**config.mk**
```make
export PLATFORM = sky130hd
export DESIGN_NAME = ccs_supervisor
export DESIGN_NICKNAME = d
export VERILOG_FILES = /design/src/hdl/ccs_pkg.sv /design/src/hdl/ccs_tmr_if.sv /design/src/hdl/ccs_timer.sv /design/src/hdl/ccs_supervisor.sv
export SDC_FILE = /design/constraint.sdc
export NUM_CORES = 1
export LEC_CHECK = 0
export ABC_AREA = 1
export BUFFER_PORTS_ARGS = -buffer_cell sky130_fd_sc_hd__buf_2
export CAP_MARGIN = 25
export CORE_UTILIZATION = 45
export DETAILED_ROUTE_END_ITERATION = 7
export PLACE_DENSITY_LB_ADDON = 0.08
export SYNTH_ARGS = -nofsm -noshare
export SYNTH_HDL_FRONTEND = slang
export SYNTH_SLANG_ARGS = --single-unit
```
**constraint.sdc**
```tcl
create_clock -name i_sys_clk -period 8.1 [get_ports i_sys_clk]
set_input_delay 0.81 -clock i_sys_clk [delete_from_list [all_inputs] [get_ports i_sys_clk]]
set_output_delay 0.81 -clock i_sys_clk [all_outputs]
set_load 0.05 [all_outputs]
```
**src/hdl/ccs_pkg.sv**
```systemverilog
// Constants, register map and state codes of the charge cycle supervisor.
// Assumes a 250 MHz system clock; all counts derive from it.
package ccs_pkg;
	localparam int unsigned       CNT_W         = 48;
	localparam longint unsigned   CLK_HZ        = 64'd250_000_000;
	// Times in their own units, then derived cycle counts
	localparam longint unsigned   BOOST_DLY_MS  = 64'd40;
	localparam longint unsigned   INT_PULSE_US  = 64'd256;
	localparam longint unsigned   USB_LIMIT_MIN = 64'd45;
	localparam longint unsigned   HOUR_S        = 64'd3600;
	localparam longint unsigned   WD_UNIT_S     = 64'd40;
	localparam logic [CNT_W-1:0]  BOOST_DLY_CYC = CNT_W'(BOOST_DLY_MS * CLK_HZ / 64'd1000);
	localparam logic [CNT_W-1:0]  INT_PULSE_CYC = CNT_W'(INT_PULSE_US * CLK_HZ / 64'd1000000);
	localparam logic [CNT_W-1:0]  USB_LIMIT_CYC = CNT_W'(USB_LIMIT_MIN * 64'd60 * CLK_HZ);
	localparam logic [CNT_W-1:0]  HOUR_CYC      = CNT_W'(HOUR_S * CLK_HZ);
	localparam logic [CNT_W-1:0]  WD_UNIT_CYC   = CNT_W'(WD_UNIT_S * CLK_HZ);
	localparam int unsigned       BLINK_BIT     = 26;
	// Register offsets
	localparam logic [7:0] A_INSRC = 8'h00;
	localparam logic [7:0] A_PONCF = 8'h01;
	localparam logic [7:0] A_ICHG  = 8'h02;
	localparam logic [7:0] A_IPRE  = 8'h03;
	localparam logic [7:0] A_VCHG  = 8'h04;
	localparam logic [7:0] A_TRMTM = 8'h05;
	localparam logic [7:0] A_MISC  = 8'h07;
	localparam logic [7:0] A_STAT  = 8'h08;
	localparam logic [7:0] A_FAULT = 8'h09;
	// Reset values
	localparam logic [7:0] R_INSRC = 8'h32;
	localparam logic [7:0] R_PONCF = 8'h1a;
	localparam logic [7:0] R_ICHG  = 8'h80;
	localparam logic [7:0] R_IPRE  = 8'h11;
	localparam logic [7:0] R_VCHG  = 8'h00;
	localparam logic [7:0] R_TRMTM = 8'h9a;
	localparam logic [7:0] R_MISC  = 8'h40;
	// Field positions
	localparam int unsigned IS_STBY  = 7;
	localparam int unsigned PC_SWRST = 7;
	localparam int unsigned PC_WDKCK = 6;
	localparam int unsigned PC_CFG   = 4;
	localparam int unsigned PC_SMIN  = 1;
	localparam int unsigned IC_FORCE = 0;
	localparam int unsigned VC_RCHG  = 0;
	localparam int unsigned TT_TRMEN = 7;
	localparam int unsigned TT_WD    = 4;
	localparam int unsigned TT_TMREN = 3;
	localparam int unsigned TT_SEL   = 1;
	localparam int unsigned MC_HALF  = 6;
	localparam int unsigned MC_SWOFF = 5;
	// Field codes
	localparam logic [1:0] CFG_OFF   = 2'b00;
	localparam logic [1:0] CFG_CHG   = 2'b01;
	localparam logic [1:0] CFG_BOOST = 2'b10;
	localparam logic [1:0] WD_OFF    = 2'b11;
	localparam logic [1:0] SRC_BOOST = 2'b11;
	localparam logic [1:0] TMR_FLT   = 2'b11;
	// Charge current selection codes
	localparam logic [1:0] CUR_NONE  = 2'b00;
	localparam logic [1:0] CUR_LOW   = 2'b01;
	localparam logic [1:0] CUR_PRE   = 2'b10;
	localparam logic [1:0] CUR_FAST  = 2'b11;
	// Charge phase, coded as reported in the status register
	typedef enum logic [1:0] {
		PH_OFF  = 2'b00,
		PH_PRE  = 2'b01,
		PH_FAST = 2'b10,
		PH_DONE = 2'b11
	} ccs_phase_t;
endpackage : ccs_pkg

```
**src/hdl/ccs_tmr_if.sv**
```systemverilog
// Control and status bundle between the supervisor and one interval timer.
// Assumes owner and timer share one clock.
`timescale 1ns/1ps
interface ccs_tmr_if #(parameter int unsigned W = 48);
	logic         clr;
	logic         run;
	logic         half;
	logic [W-1:0] limit;
	logic         expired;
	modport owner (output clr, output run, output half, output limit, input expired);
	modport timer (input clr, input run, input half, input limit, output expired);
endinterface : ccs_tmr_if

```
**src/hdl/ccs_timer.sv**
```systemverilog
// Interval timer with optional half-rate counting and a sticky expiry flag.
// Assumes the owner holds clr until a new interval is wanted.
`timescale 1ns/1ps
module ccs_timer #(
	parameter int unsigned W = 48
) (
	input  wire logic i_sys_clk,
	input  wire logic i_srst,
	ccs_tmr_if.timer  t
);
	logic [W-1:0] cnt_q;
	logic         ph_q;
	logic         exp_q;

	if (W < 2) begin : g_chk
		$error("ccs_timer: W too small");
	end

	always_ff @(posedge i_sys_clk) begin
		if (i_srst || t.clr) begin
			cnt_q <= '0;
			ph_q  <= 1'b0;
			exp_q <= 1'b0;
		end else if (t.run && !exp_q) begin
			ph_q <= ~ph_q;
			if (cnt_q >= t.limit) begin
				exp_q <= 1'b1;
			end else if (!t.half || ph_q) begin
				cnt_q <= cnt_q + 1'b1;
			end
		end
	end

	assign t.expired = exp_q;
endmodule : ccs_timer

```
**src/hdl/ccs_supervisor.sv**
```systemverilog
// Charge cycle supervisor: registers, boost entry, charge phases, timers.
// Assumes analog comparator results arrive synchronous to i_sys_clk.
// Overview of operation
// RULE_01: Boost switching starts 40ms after enable
// RULE_02: Boost active reports source code 11
// RULE_03: Boost fault sets fault bit 6, interrupts
// RULE_04: Minimum system voltage from config bits 3:1
// RULE_05: Status bit 0 shows minimum system regulation
// RULE_06: Input limits exceeded reduce charge current
// RULE_07: Status bit 3 shows dynamic power limiting
// RULE_08: Cycle starts only when all conditions hold
// RULE_09: Terminate when full; recharge below threshold
// RULE_10: State pin low charging, high idle, blinks
// RULE_11: Status bits 5:4 give charge phase
// RULE_12: Start current chosen from battery voltage
// RULE_13: Limiting suspends termination, halves timer
// RULE_14: Thermistor fault reported, interrupts, suspends charge
// RULE_15: Termination: phase 11, interrupt, switch off
// RULE_16: Default mode timer expiry sets standby bit
// RULE_17: Safety timer duration, low battery, fault
// RULE_18: Safety timer restarts on listed events
// RULE_19: Half rate conditions, disable bit
// RULE_20: Default 100mA source capped at 45 minutes
// RULE_21: Default mode after reset, host on write
// RULE_22: Host kicks or disables watchdog in time
// RULE_23: Each interrupt is one 256us low pulse
//
// Local design decisions: the address-and-strobe port and the register addresses.
`timescale 1ns/1ps
module ccs_supervisor #(
	parameter logic [47:0]  P_BOOST_CYC   = ccs_pkg::BOOST_DLY_CYC,
	parameter logic [47:0]  P_INT_CYC     = ccs_pkg::INT_PULSE_CYC,
	parameter logic [47:0]  P_USB_CYC     = ccs_pkg::USB_LIMIT_CYC,
	parameter logic [47:0]  P_HOUR_CYC    = ccs_pkg::HOUR_CYC,
	parameter logic [47:0]  P_WD_UNIT_CYC = ccs_pkg::WD_UNIT_CYC,
	parameter int unsigned  P_BLINK_BIT   = ccs_pkg::BLINK_BIT
) (
	input  wire logic       i_sys_clk,
	input  wire logic       i_srst,
	input  wire logic [7:0] i_addr,
	input  wire logic [7:0] i_wdata,
	input  wire logic       i_wr,
	input  wire logic       i_rd,
	output logic      [7:0] o_rdata,
	input  wire logic       i_charge_enable_n,
	input  wire logic       i_input_good,
	input  wire logic [1:0] i_src_type,
	input  wire logic       i_src_usb100,
	input  wire logic       i_boost_ready,
	input  wire logic       i_boost_fault,
	input  wire logic       i_bat_below_2v,
	input  wire logic       i_bat_below_3v,
	input  wire logic       i_bat_below_lowbat,
	input  wire logic       i_bat_above_sysmin,
	input  wire logic       i_bat_below_rchg_lo,
	input  wire logic       i_bat_below_rchg_hi,
	input  wire logic       i_chg_below_term,
	input  wire logic       i_in_curr_over,
	input  wire logic       i_in_volt_under,
	input  wire logic       i_thermal_reg,
	input  wire logic       i_sys_min_reg,
	input  wire logic [2:0] i_ts_fault,
	output logic            o_int_n,
	output logic            o_charge_state,
	output logic            o_boost_switch_en,
	output logic            o_buck_en,
	output logic            o_batt_switch_on,
	output logic      [1:0] o_cur_sel,
	output logic            o_dpm_reduce,
	output logic      [6:0] o_input_limits,
	output logic      [2:0] o_sysmin_code
);
	localparam int unsigned TW = ccs_pkg::CNT_W;

	if (P_BLINK_BIT < 1 || P_BLINK_BIT > 40 || P_INT_CYC == 0) begin : g_chk
		$error("ccs_supervisor: unusable parameter value");
	end

	logic [7:0]          insrc_q, poncf_q, ichg_q, ipre_q, vchg_q, trmtm_q, misc_q;
	ccs_pkg::ccs_phase_t ph_q;
	logic                host_q;
	logic                cfg00_q;
	logic                ceb_q;
	logic                ts_any_q;
	logic                boost_on_q;
	logic                boost_flt_q;
	logic                tmr_flt_q;
	logic                safe_flt_q;
	logic                int_act_q;
	logic [P_BLINK_BIT:0] blink_q;

	ccs_tmr_if #(.W(TW)) boost_t ();
	ccs_tmr_if #(.W(TW)) safe_t ();
	ccs_tmr_if #(.W(TW)) usb_t ();
	ccs_tmr_if #(.W(TW)) wd_t ();
	ccs_tmr_if #(.W(TW)) int_t ();

	ccs_timer #(.W(TW)) u_boost (.i_sys_clk(i_sys_clk), .i_srst(i_srst), .t(boost_t));
	ccs_timer #(.W(TW)) u_safe  (.i_sys_clk(i_sys_clk), .i_srst(i_srst), .t(safe_t));
	ccs_timer #(.W(TW)) u_usb   (.i_sys_clk(i_sys_clk), .i_srst(i_srst), .t(usb_t));
	ccs_timer #(.W(TW)) u_wd    (.i_sys_clk(i_sys_clk), .i_srst(i_srst), .t(wd_t));
	ccs_timer #(.W(TW)) u_int   (.i_sys_clk(i_sys_clk), .i_srst(i_srst), .t(int_t));

	// Decoded conditions
	logic       wr_insrc, wr_poncf, wr_trmtm, rd_fault, sw_rst;
	logic [1:0] cfg;
	logic       charging, dynamic_power_limiting, regulating, conv_run, start_ok, rchg_low;
	logic       term_hit, safe_exp_ev, boost_flt_ev, ts_ev, safe_restart;

	assign wr_insrc = i_wr && i_addr == ccs_pkg::A_INSRC;
	assign wr_poncf = i_wr && i_addr == ccs_pkg::A_PONCF;
	assign wr_trmtm = i_wr && i_addr == ccs_pkg::A_TRMTM;
	assign rd_fault = i_rd && i_addr == ccs_pkg::A_FAULT;
	assign sw_rst   = wr_poncf && i_wdata[ccs_pkg::PC_SWRST];
	assign cfg      = poncf_q[ccs_pkg::PC_CFG +: 2];
	assign charging = ph_q == ccs_pkg::PH_PRE || ph_q == ccs_pkg::PH_FAST;
	assign dynamic_power_limiting      = i_in_curr_over || i_in_volt_under;
	assign regulating = dynamic_power_limiting || i_thermal_reg;
	assign conv_run = i_input_good && !insrc_q[ccs_pkg::IS_STBY];
	// Gate for a new charge cycle
	assign start_ok = conv_run && cfg == ccs_pkg::CFG_CHG && !i_charge_enable_n && !safe_flt_q
		&& i_ts_fault == 3'b000 && !misc_q[ccs_pkg::MC_SWOFF]; // RULE_08 RULE_14
	assign rchg_low = vchg_q[ccs_pkg::VC_RCHG] ? i_bat_below_rchg_hi : i_bat_below_rchg_lo; // RULE_09
	assign term_hit = charging && trmtm_q[ccs_pkg::TT_TRMEN] && !regulating
		&& i_chg_below_term && !rchg_low; // RULE_09 RULE_13 RULE_15
	assign safe_exp_ev  = safe_t.expired && !safe_flt_q;
	assign boost_flt_ev = boost_on_q && i_boost_fault && !boost_flt_q;
	assign ts_ev        = i_ts_fault != 3'b000 && !ts_any_q;
	// Restart sources of the safety timer
	assign safe_restart = (start_ok && (ph_q == ccs_pkg::PH_OFF || (ph_q == ccs_pkg::PH_DONE && rchg_low)))
		|| (i_charge_enable_n && !ceb_q)
		|| (wr_poncf && i_wdata[ccs_pkg::PC_CFG +: 2] == ccs_pkg::CFG_CHG && cfg00_q)
		|| (wr_trmtm && i_wdata[ccs_pkg::TT_TMREN] && !trmtm_q[ccs_pkg::TT_TMREN])
		|| sw_rst; // RULE_18

	// Timer wiring
	assign boost_t.clr   = !(cfg == ccs_pkg::CFG_BOOST && i_boost_ready);
	assign boost_t.run   = 1'b1;
	assign boost_t.half  = 1'b0;
	assign boost_t.limit = P_BOOST_CYC; // RULE_01

	assign safe_t.clr   = safe_restart; // RULE_18
	assign safe_t.run   = charging && trmtm_q[ccs_pkg::TT_TMREN]; // RULE_17
	assign safe_t.half  = misc_q[ccs_pkg::MC_HALF] && (regulating
		|| (ichg_q[ccs_pkg::IC_FORCE] && i_bat_above_sysmin)); // RULE_13 RULE_19
	assign safe_t.limit = i_bat_below_lowbat ? P_HOUR_CYC
		: TW'(P_HOUR_CYC * ((TW'(trmtm_q[ccs_pkg::TT_SEL +: 2]) + TW'(1)) << 2)); // RULE_17

	assign usb_t.clr   = host_q || !i_src_usb100;
	assign usb_t.run   = charging;
	assign usb_t.half  = 1'b0;
	assign usb_t.limit = P_USB_CYC; // RULE_20

	assign wd_t.clr   = !host_q || (wr_poncf && i_wdata[ccs_pkg::PC_WDKCK])
		|| trmtm_q[ccs_pkg::TT_WD +: 2] == ccs_pkg::WD_OFF; // RULE_22
	assign wd_t.run   = host_q;
	assign wd_t.half  = 1'b0;
	assign wd_t.limit = P_WD_UNIT_CYC << trmtm_q[ccs_pkg::TT_WD +: 2];

	assign int_t.clr   = !int_act_q;
	assign int_t.run   = int_act_q;
	assign int_t.half  = 1'b0;
	assign int_t.limit = P_INT_CYC; // RULE_23

	// Host writable registers
	always_ff @(posedge i_sys_clk) begin
		if (i_srst || sw_rst) begin
			insrc_q <= ccs_pkg::R_INSRC;
			poncf_q <= ccs_pkg::R_PONCF;
			ichg_q  <= ccs_pkg::R_ICHG;
			ipre_q  <= ccs_pkg::R_IPRE;
			vchg_q  <= ccs_pkg::R_VCHG;
			trmtm_q <= ccs_pkg::R_TRMTM;
			misc_q  <= ccs_pkg::R_MISC;
		end else begin
			if (i_wr) begin
				unique case (i_addr)
					ccs_pkg::A_INSRC: insrc_q <= i_wdata;
					ccs_pkg::A_PONCF: poncf_q <= {2'b00, i_wdata[5:0]};
					ccs_pkg::A_ICHG:  ichg_q  <= i_wdata;
					ccs_pkg::A_IPRE:  ipre_q  <= i_wdata;
					ccs_pkg::A_VCHG:  vchg_q  <= i_wdata;
					ccs_pkg::A_TRMTM: trmtm_q <= i_wdata;
					ccs_pkg::A_MISC:  misc_q  <= i_wdata;
					default: ;
				endcase
			end
			if ((safe_exp_ev && !host_q) || (usb_t.expired && !host_q)) begin
				insrc_q[ccs_pkg::IS_STBY] <= 1'b1; // RULE_16 RULE_20
			end
			if (boost_flt_ev) begin
				poncf_q[ccs_pkg::PC_CFG + 1] <= 1'b0;
			end
		end
	end

	// Mode, watchdog and write history
	always_ff @(posedge i_sys_clk) begin
		if (i_srst) begin
			host_q  <= 1'b0;
			cfg00_q <= 1'b0;
			ceb_q   <= 1'b1;
		end else begin
			ceb_q <= i_charge_enable_n;
			if (i_wr) begin
				host_q <= 1'b1; // RULE_21
			end else if (wd_t.expired) begin
				host_q <= 1'b0;
			end
			if (wr_poncf) begin
				cfg00_q <= i_wdata[ccs_pkg::PC_CFG +: 2] == ccs_pkg::CFG_OFF;
			end
		end
	end

	// Charge phase sequencing
	always_ff @(posedge i_sys_clk) begin
		if (i_srst) begin
			ph_q      <= ccs_pkg::PH_OFF;
			o_cur_sel <= ccs_pkg::CUR_NONE;
		end else begin
			unique case (ph_q)
				ccs_pkg::PH_OFF, ccs_pkg::PH_DONE: begin
					if (!start_ok) begin
						ph_q <= ccs_pkg::PH_OFF;
					end else if (ph_q == ccs_pkg::PH_OFF || rchg_low) begin
						ph_q <= i_bat_below_3v ? ccs_pkg::PH_PRE : ccs_pkg::PH_FAST; // RULE_09 RULE_12
					end
				end
				ccs_pkg::PH_PRE, ccs_pkg::PH_FAST: begin
					if (!start_ok) begin
						ph_q <= ccs_pkg::PH_OFF; // RULE_14
					end else if (term_hit) begin
						ph_q <= ccs_pkg::PH_DONE; // RULE_15
					end else if (ph_q == ccs_pkg::PH_PRE && !i_bat_below_3v) begin
						ph_q <= ccs_pkg::PH_FAST;
					end
				end
			endcase
			if (!charging) begin
				o_cur_sel <= ccs_pkg::CUR_NONE;
			end else if (i_bat_below_2v) begin
				o_cur_sel <= ccs_pkg::CUR_LOW; // RULE_12
			end else if (ph_q == ccs_pkg::PH_PRE) begin
				o_cur_sel <= ccs_pkg::CUR_PRE;
			end else begin
				o_cur_sel <= ccs_pkg::CUR_FAST;
			end
		end
	end

	// Fault latches; a new event wins over a clearing read
	always_ff @(posedge i_sys_clk) begin
		if (i_srst) begin
			boost_flt_q <= 1'b0;
			tmr_flt_q   <= 1'b0;
			safe_flt_q  <= 1'b0;
			ts_any_q    <= 1'b0;
		end else begin
			ts_any_q <= i_ts_fault != 3'b000;
			if (boost_on_q && i_boost_fault) begin
				boost_flt_q <= 1'b1; // RULE_03
			end else if (rd_fault) begin
				boost_flt_q <= 1'b0;
			end
			if (safe_exp_ev) begin
				tmr_flt_q <= 1'b1; // RULE_17
			end else if (rd_fault) begin
				tmr_flt_q <= 1'b0;
			end
			if (safe_restart) begin
				safe_flt_q <= 1'b0;
			end else if (safe_exp_ev) begin
				safe_flt_q <= 1'b1;
			end
		end
	end

	// Interrupt pulse
	always_ff @(posedge i_sys_clk) begin
		if (i_srst) begin
			int_act_q <= 1'b0;
			o_int_n   <= 1'b1;
		end else begin
			if (!int_act_q && (boost_flt_ev || ts_ev || safe_exp_ev || term_hit)) begin
				int_act_q <= 1'b1; // RULE_03 RULE_14 RULE_15 RULE_17
			end else if (int_t.expired) begin
				int_act_q <= 1'b0; // RULE_23
			end
			o_int_n <= !int_act_q;
		end
	end

	// Power stage controls and indicator
	always_ff @(posedge i_sys_clk) begin
		if (i_srst) begin
			boost_on_q        <= 1'b0;
			o_boost_switch_en <= 1'b0;
			o_buck_en         <= 1'b0;
			o_batt_switch_on  <= 1'b0;
			o_dpm_reduce      <= 1'b0;
			o_input_limits    <= 7'h00;
			o_sysmin_code     <= 3'b000;
			o_charge_state    <= 1'b1;
			blink_q           <= '0;
		end else begin
			blink_q           <= blink_q + 1'b1;
			boost_on_q        <= boost_t.expired && !boost_flt_q; // RULE_01
			o_boost_switch_en <= boost_t.expired && !boost_flt_q;
			o_buck_en         <= conv_run; // RULE_16 RULE_20
			o_batt_switch_on  <= !misc_q[ccs_pkg::MC_SWOFF] && ph_q != ccs_pkg::PH_DONE; // RULE_15
			o_dpm_reduce      <= dynamic_power_limiting; // RULE_06
			o_input_limits    <= insrc_q[6:0]; // RULE_06
			o_sysmin_code     <= poncf_q[ccs_pkg::PC_SMIN +: 3]; // RULE_04
			if (safe_flt_q || i_ts_fault != 3'b000) begin
				o_charge_state <= blink_q[P_BLINK_BIT]; // RULE_10
			end else begin
				o_charge_state <= !charging; // RULE_10
			end
		end
	end

	// Read port
	always_ff @(posedge i_sys_clk) begin
		if (i_srst) begin
			o_rdata <= 8'h00;
		end else if (i_rd) begin
			unique case (i_addr)
				ccs_pkg::A_INSRC: o_rdata <= insrc_q;
				ccs_pkg::A_PONCF: o_rdata <= poncf_q;
				ccs_pkg::A_ICHG:  o_rdata <= ichg_q;
				ccs_pkg::A_IPRE:  o_rdata <= ipre_q;
				ccs_pkg::A_VCHG:  o_rdata <= vchg_q;
				ccs_pkg::A_TRMTM: o_rdata <= trmtm_q;
				ccs_pkg::A_MISC:  o_rdata <= misc_q;
				ccs_pkg::A_STAT:  o_rdata <= {boost_on_q ? ccs_pkg::SRC_BOOST : i_src_type, ph_q,
					dynamic_power_limiting, i_input_good, i_thermal_reg, i_sys_min_reg}; // RULE_02 RULE_05 RULE_07 RULE_11
				ccs_pkg::A_FAULT: o_rdata <= {!host_q, boost_flt_q, tmr_flt_q ? ccs_pkg::TMR_FLT : 2'b00,
					1'b0, i_ts_fault}; // RULE_03 RULE_14 RULE_21
				default:          o_rdata <= 8'h00;
			endcase
		end else begin
			o_rdata <= 8'h00;
		end
	end
endmodule : ccs_supervisor

```
==> key figures <==
Status
  – Status: finished clean

Yosys
  – Top area cells in the synthesized netlist: dfxtp_1 (36%), nand2_1 (15%), nor2_1 (8.0%)
  – Net Count, Synth: 3123
  – Netlist cell types: 54
  – Seq/Total Area, Yosys: 36.21%
  – Yosys warns: 0
  – Ys flop type: dfxtp_1
  – Post-synth top cells: nand2_1 (819), nor2_1 (428), dfxtp_1 (363), inv_1 (303), a21oi_1 (243)
  – Post-Syn Area: 20070 um^2
  – Area leader, netlist: dfxtp_1
  – EDFF count, synth: 0
  – Fraction of registers with async set/reset: 0%
  – Syn Area/Cell: 6.692 um^2
  – Mapped Cells: 2999
  – Most common cell in the netlist: nand2_1
  – Yosys top cell area share: 36.21%
  – FF+latch count, synth: 363

Die
  – Die footprint: 45440 um^2
  – Core footprint: 44120 um^2
  – Die width: 213.2 um
  – Cell Rows: 77
  – IO Count: 67
  – Die H: 213.2 um
  – Initial Util: 45.48%

Power and ir drop
  – Net Sw Power: 0.8948 mW
  – Int Pwr: 3.087 mW
  – Switching share of power: 22.47%
  – Clk network pwr share: 51.7%
  – Leak pwr: 8.327 nW
  – Comb power frac: 3.2%
  – Pwr Total: 3.981 mW
  – Register share of total power: 45.1%
  – P per Cell Area: 178.2 nW/um^2
  – Worst VDD drop: 0.1530 mV

Global route
  – Gr usage total: 25.06%
  – Gr busiest metal: met2
  – Met1 usage: 35.46%
  – Initial antenna violation count: 0
  – Met2 Track Usage GR: 39.59%
  – Met3 Usage GRT: 3.648%
  – Largest net degree at the start of global routing: 51
  – GRT Residual Overflow: 0
  – First-pass GRT wire length: 91.43 mm
  – Vias in the first global route: 17660

Drt
  – First drt pass iteration count: 5
  – Final wirelength: 56.72 mm
  – Final ANT Viol Nets: 0
  – Vias: 19130
  – Drt initial violations: 1236
  – Vias/cell: 5.236
  – Post-DR wirelength/cell: 15.52 um
  – Residual DRC: 0

Setup path
  – CP Capture Type: flop
  – Slowest CP cell: nand3_2
  – Reg2reg setup slack: 3.68 ns
  – Worst Path Required: 8.53 ns
  – CP max stage delay: 0.84 ns
  – Crit path kind: flop to flop
  – CP cell instances: inv_1 -> ha_1 -> xnor2_1 -> ha_1 -> or2_2 -> nand3_1 -> ha_1 -> nand4_1 -> nor2_1 -> nand2_1 -> nor2_1 -> a21oi_4 -> buf_4 -> nand3_2 -> nand2_1 -> a21oi_2
  – Crit-path max FO: 47
  – WP data arrival: 4.84 ns
  – Worst setup SP type: flop
  – Most common cell on crit path: ha_1

Clock tree
  – Reg clk slew, reported paths: 0.06 ns
  – CTS Sinks: 363
  – CTS Buf Count: 43
  – Post-CTS Repair Setup Buffers: 0
  – H-tree levels: 2
  – Post-cts resize count: 0
  – Clk_lat worst skew: 0.58 ns
  – Clock Path Buffers: 3
  – Post-CTS Hold Fix Bufs: 0
  – CTS tree: yes
  – Root Buffer: clkbuf_16

Finish
  – Layout net count: 3152
  – Share of cells above drive strength 1: 7.022%
  – FILL cells: 4531
  – Final core occ: 50.62%
  – Final Instance Area: 22340 um^2
  – Layout area overhead: 11.30%
  – Diode count: 0

STA
  – Setup Skew: 0.02134 ns
  – Slew Limit Fails: 0
  – Final setup viols: 0
  – Slew headroom: 35.50%
  – Peak Freq: 226.4 MHz
  – Fin crit period: 4.418 ns
  – Fin crit share: 54.54%
  – Final hold violation count: 0
  – Final setup margin: 3.682 ns
  – Worst-Margin Slew: 0.9664 ns
  – Total negative slack: 0 ns
  – RSZ-0062 raised after global routing: no

Placement
  – Placed cell area: 20830 um^2
  – DP HPWL: 40.86 mm
  – Final Wtd Congestion: 0.9355
  – Port Buffers: 66
  – Dpl ws: 3.690 ns

Flow run
  – Max-Cap Viols: 0

Hold path
  – Hold Crit Class: input pin to flop
==> critical path: cells and delay by family, from the launching register on <==
| family | cells | cell delay, ns |
|---|---|---|
| XOR/XNOR | 1 | 0.17 |
| flip-flops | 1 | 0.50 |
| AND/OR/NAND/NOR | 8 | 1.84 |
| adder cells (fa/ha/maj) | 3 | 0.88 |
| AO/OA/AOI/OAI | 2 | 0.20 |
| buffers and inverters | 2 | 0.64 |
==> cells in the final DEF, fill, tap and decap left out, types with 6 or more instances in the layout <==
master     count
a211oi_1       7
a21oi_1      241
a21oi_2       11
a221oi_1       6
buf_2         66
buf_4         15
bufinv_16      6
clkbuf_1       9
clkbuf_16     43
clkbuf_8      10
clkinv_2       6
dfxtp_1      363
ha_1          83
inv_1        303
inv_2         10
nand2_1      819
nand3_1      159
nand3b_1      16
nand4_1      150
nor2_1       425
nor2_2        11
nor2_4         6
nor3_1        67
nor4_1         7
o211ai_1      14
o21ai_0       40
o22ai_1        6
or2_2          6
xnor2_1       40
xor2_1        65
==> power groups by stage <==
stage	Clock [mW]	Combinational, mW	Sequential, mW
2_1_floorplan	0	0.0702	1.85
3_3_place_gp	0	0.124	1.84
3_5_place_dp	0	0.126	1.84
4_1_cts	2.11	0.126	1.80
5_1_grt	2.18	0.138	1.80
6_report	2.06	0.126	1.80
==> metrics by stage <==
| step | cells | hold WS, ns |
|---|---|---|
| 6_report | 3654 | 0.4193 |
| 5_1_grt | 3654 | 0.4130 |
| 4_1_cts | 3654 | 0.3920 |
| 3_5_place_dp | 3575 | 0.4174 |
| 3_3_place_gp | 3575 | 0.4146 |
| 2_1_floorplan | 2999 | 0.4083 |
==> flip-flops by register name (all words and copies together) (netlist names), 27 cells and up <==
register and cells:
u_boost.cnt_q 48, u_int.cnt_q 48, blink_q 27, u_usb.cnt_q 48
u_safe.cnt_q 48, u_wd.cnt_q 48
==> path summary, 6_finish.rpt <==
check,to,startpoint,depth (start not counted)
worst min register to register,u_usb.cnt_q[41],u_usb.cnt_q[41],2
worst max register to register,u_safe.cnt_q[33],trmtm_q[1],16
worst min-delay path,o_cur_sel[1],i_bat_below_2v,2
worst max-delay path,u_safe.cnt_q[33],trmtm_q[1],16
==> cell families (layout without fill, tap and decap cells) <==
| group | after synthesis | in the layout | share of synthesized area, % |
|---|---|---|---|
| and+or+nand+nor | 1687 | 1687 | 36.30 |
| adders and majority gates | 83 | 83 | 5.175 |
| DFF | 363 | 363 | 36.21 |
| xor gates and xnor gates | 105 | 105 | 4.583 |
| AOI/OAI and AO/OA | 347 | 347 | 9.496 |
| buffers and inverters | 414 | 477 | 8.236 |
==> layout make-up <==
type | instances | area (um^2) | share of cell area, %
Clock buffer | 62 | 1247 | 5.585
Inverter | 317 | 1194 | 5.344
Tap cell | 592 | 740.7 | 3.316
Sequential cell | 363 | 7267 | 32.53
Clock inverter | 17 | 264.0 | 1.182
Multi-Input combinational cell | 2222 | 11180 | 50.06
Timing Repair Buffer | 81 | 442.9 | 1.983
==> layer usage <==
metal / vias to the layer above / wire length, um
met2: 451 / 25320
met3: 63 / 3010
met4: 0 / 974
li1: 9796 / -
met1: 8824 / 27420
met5: - / 0
(Power assumes the default switching activity.)
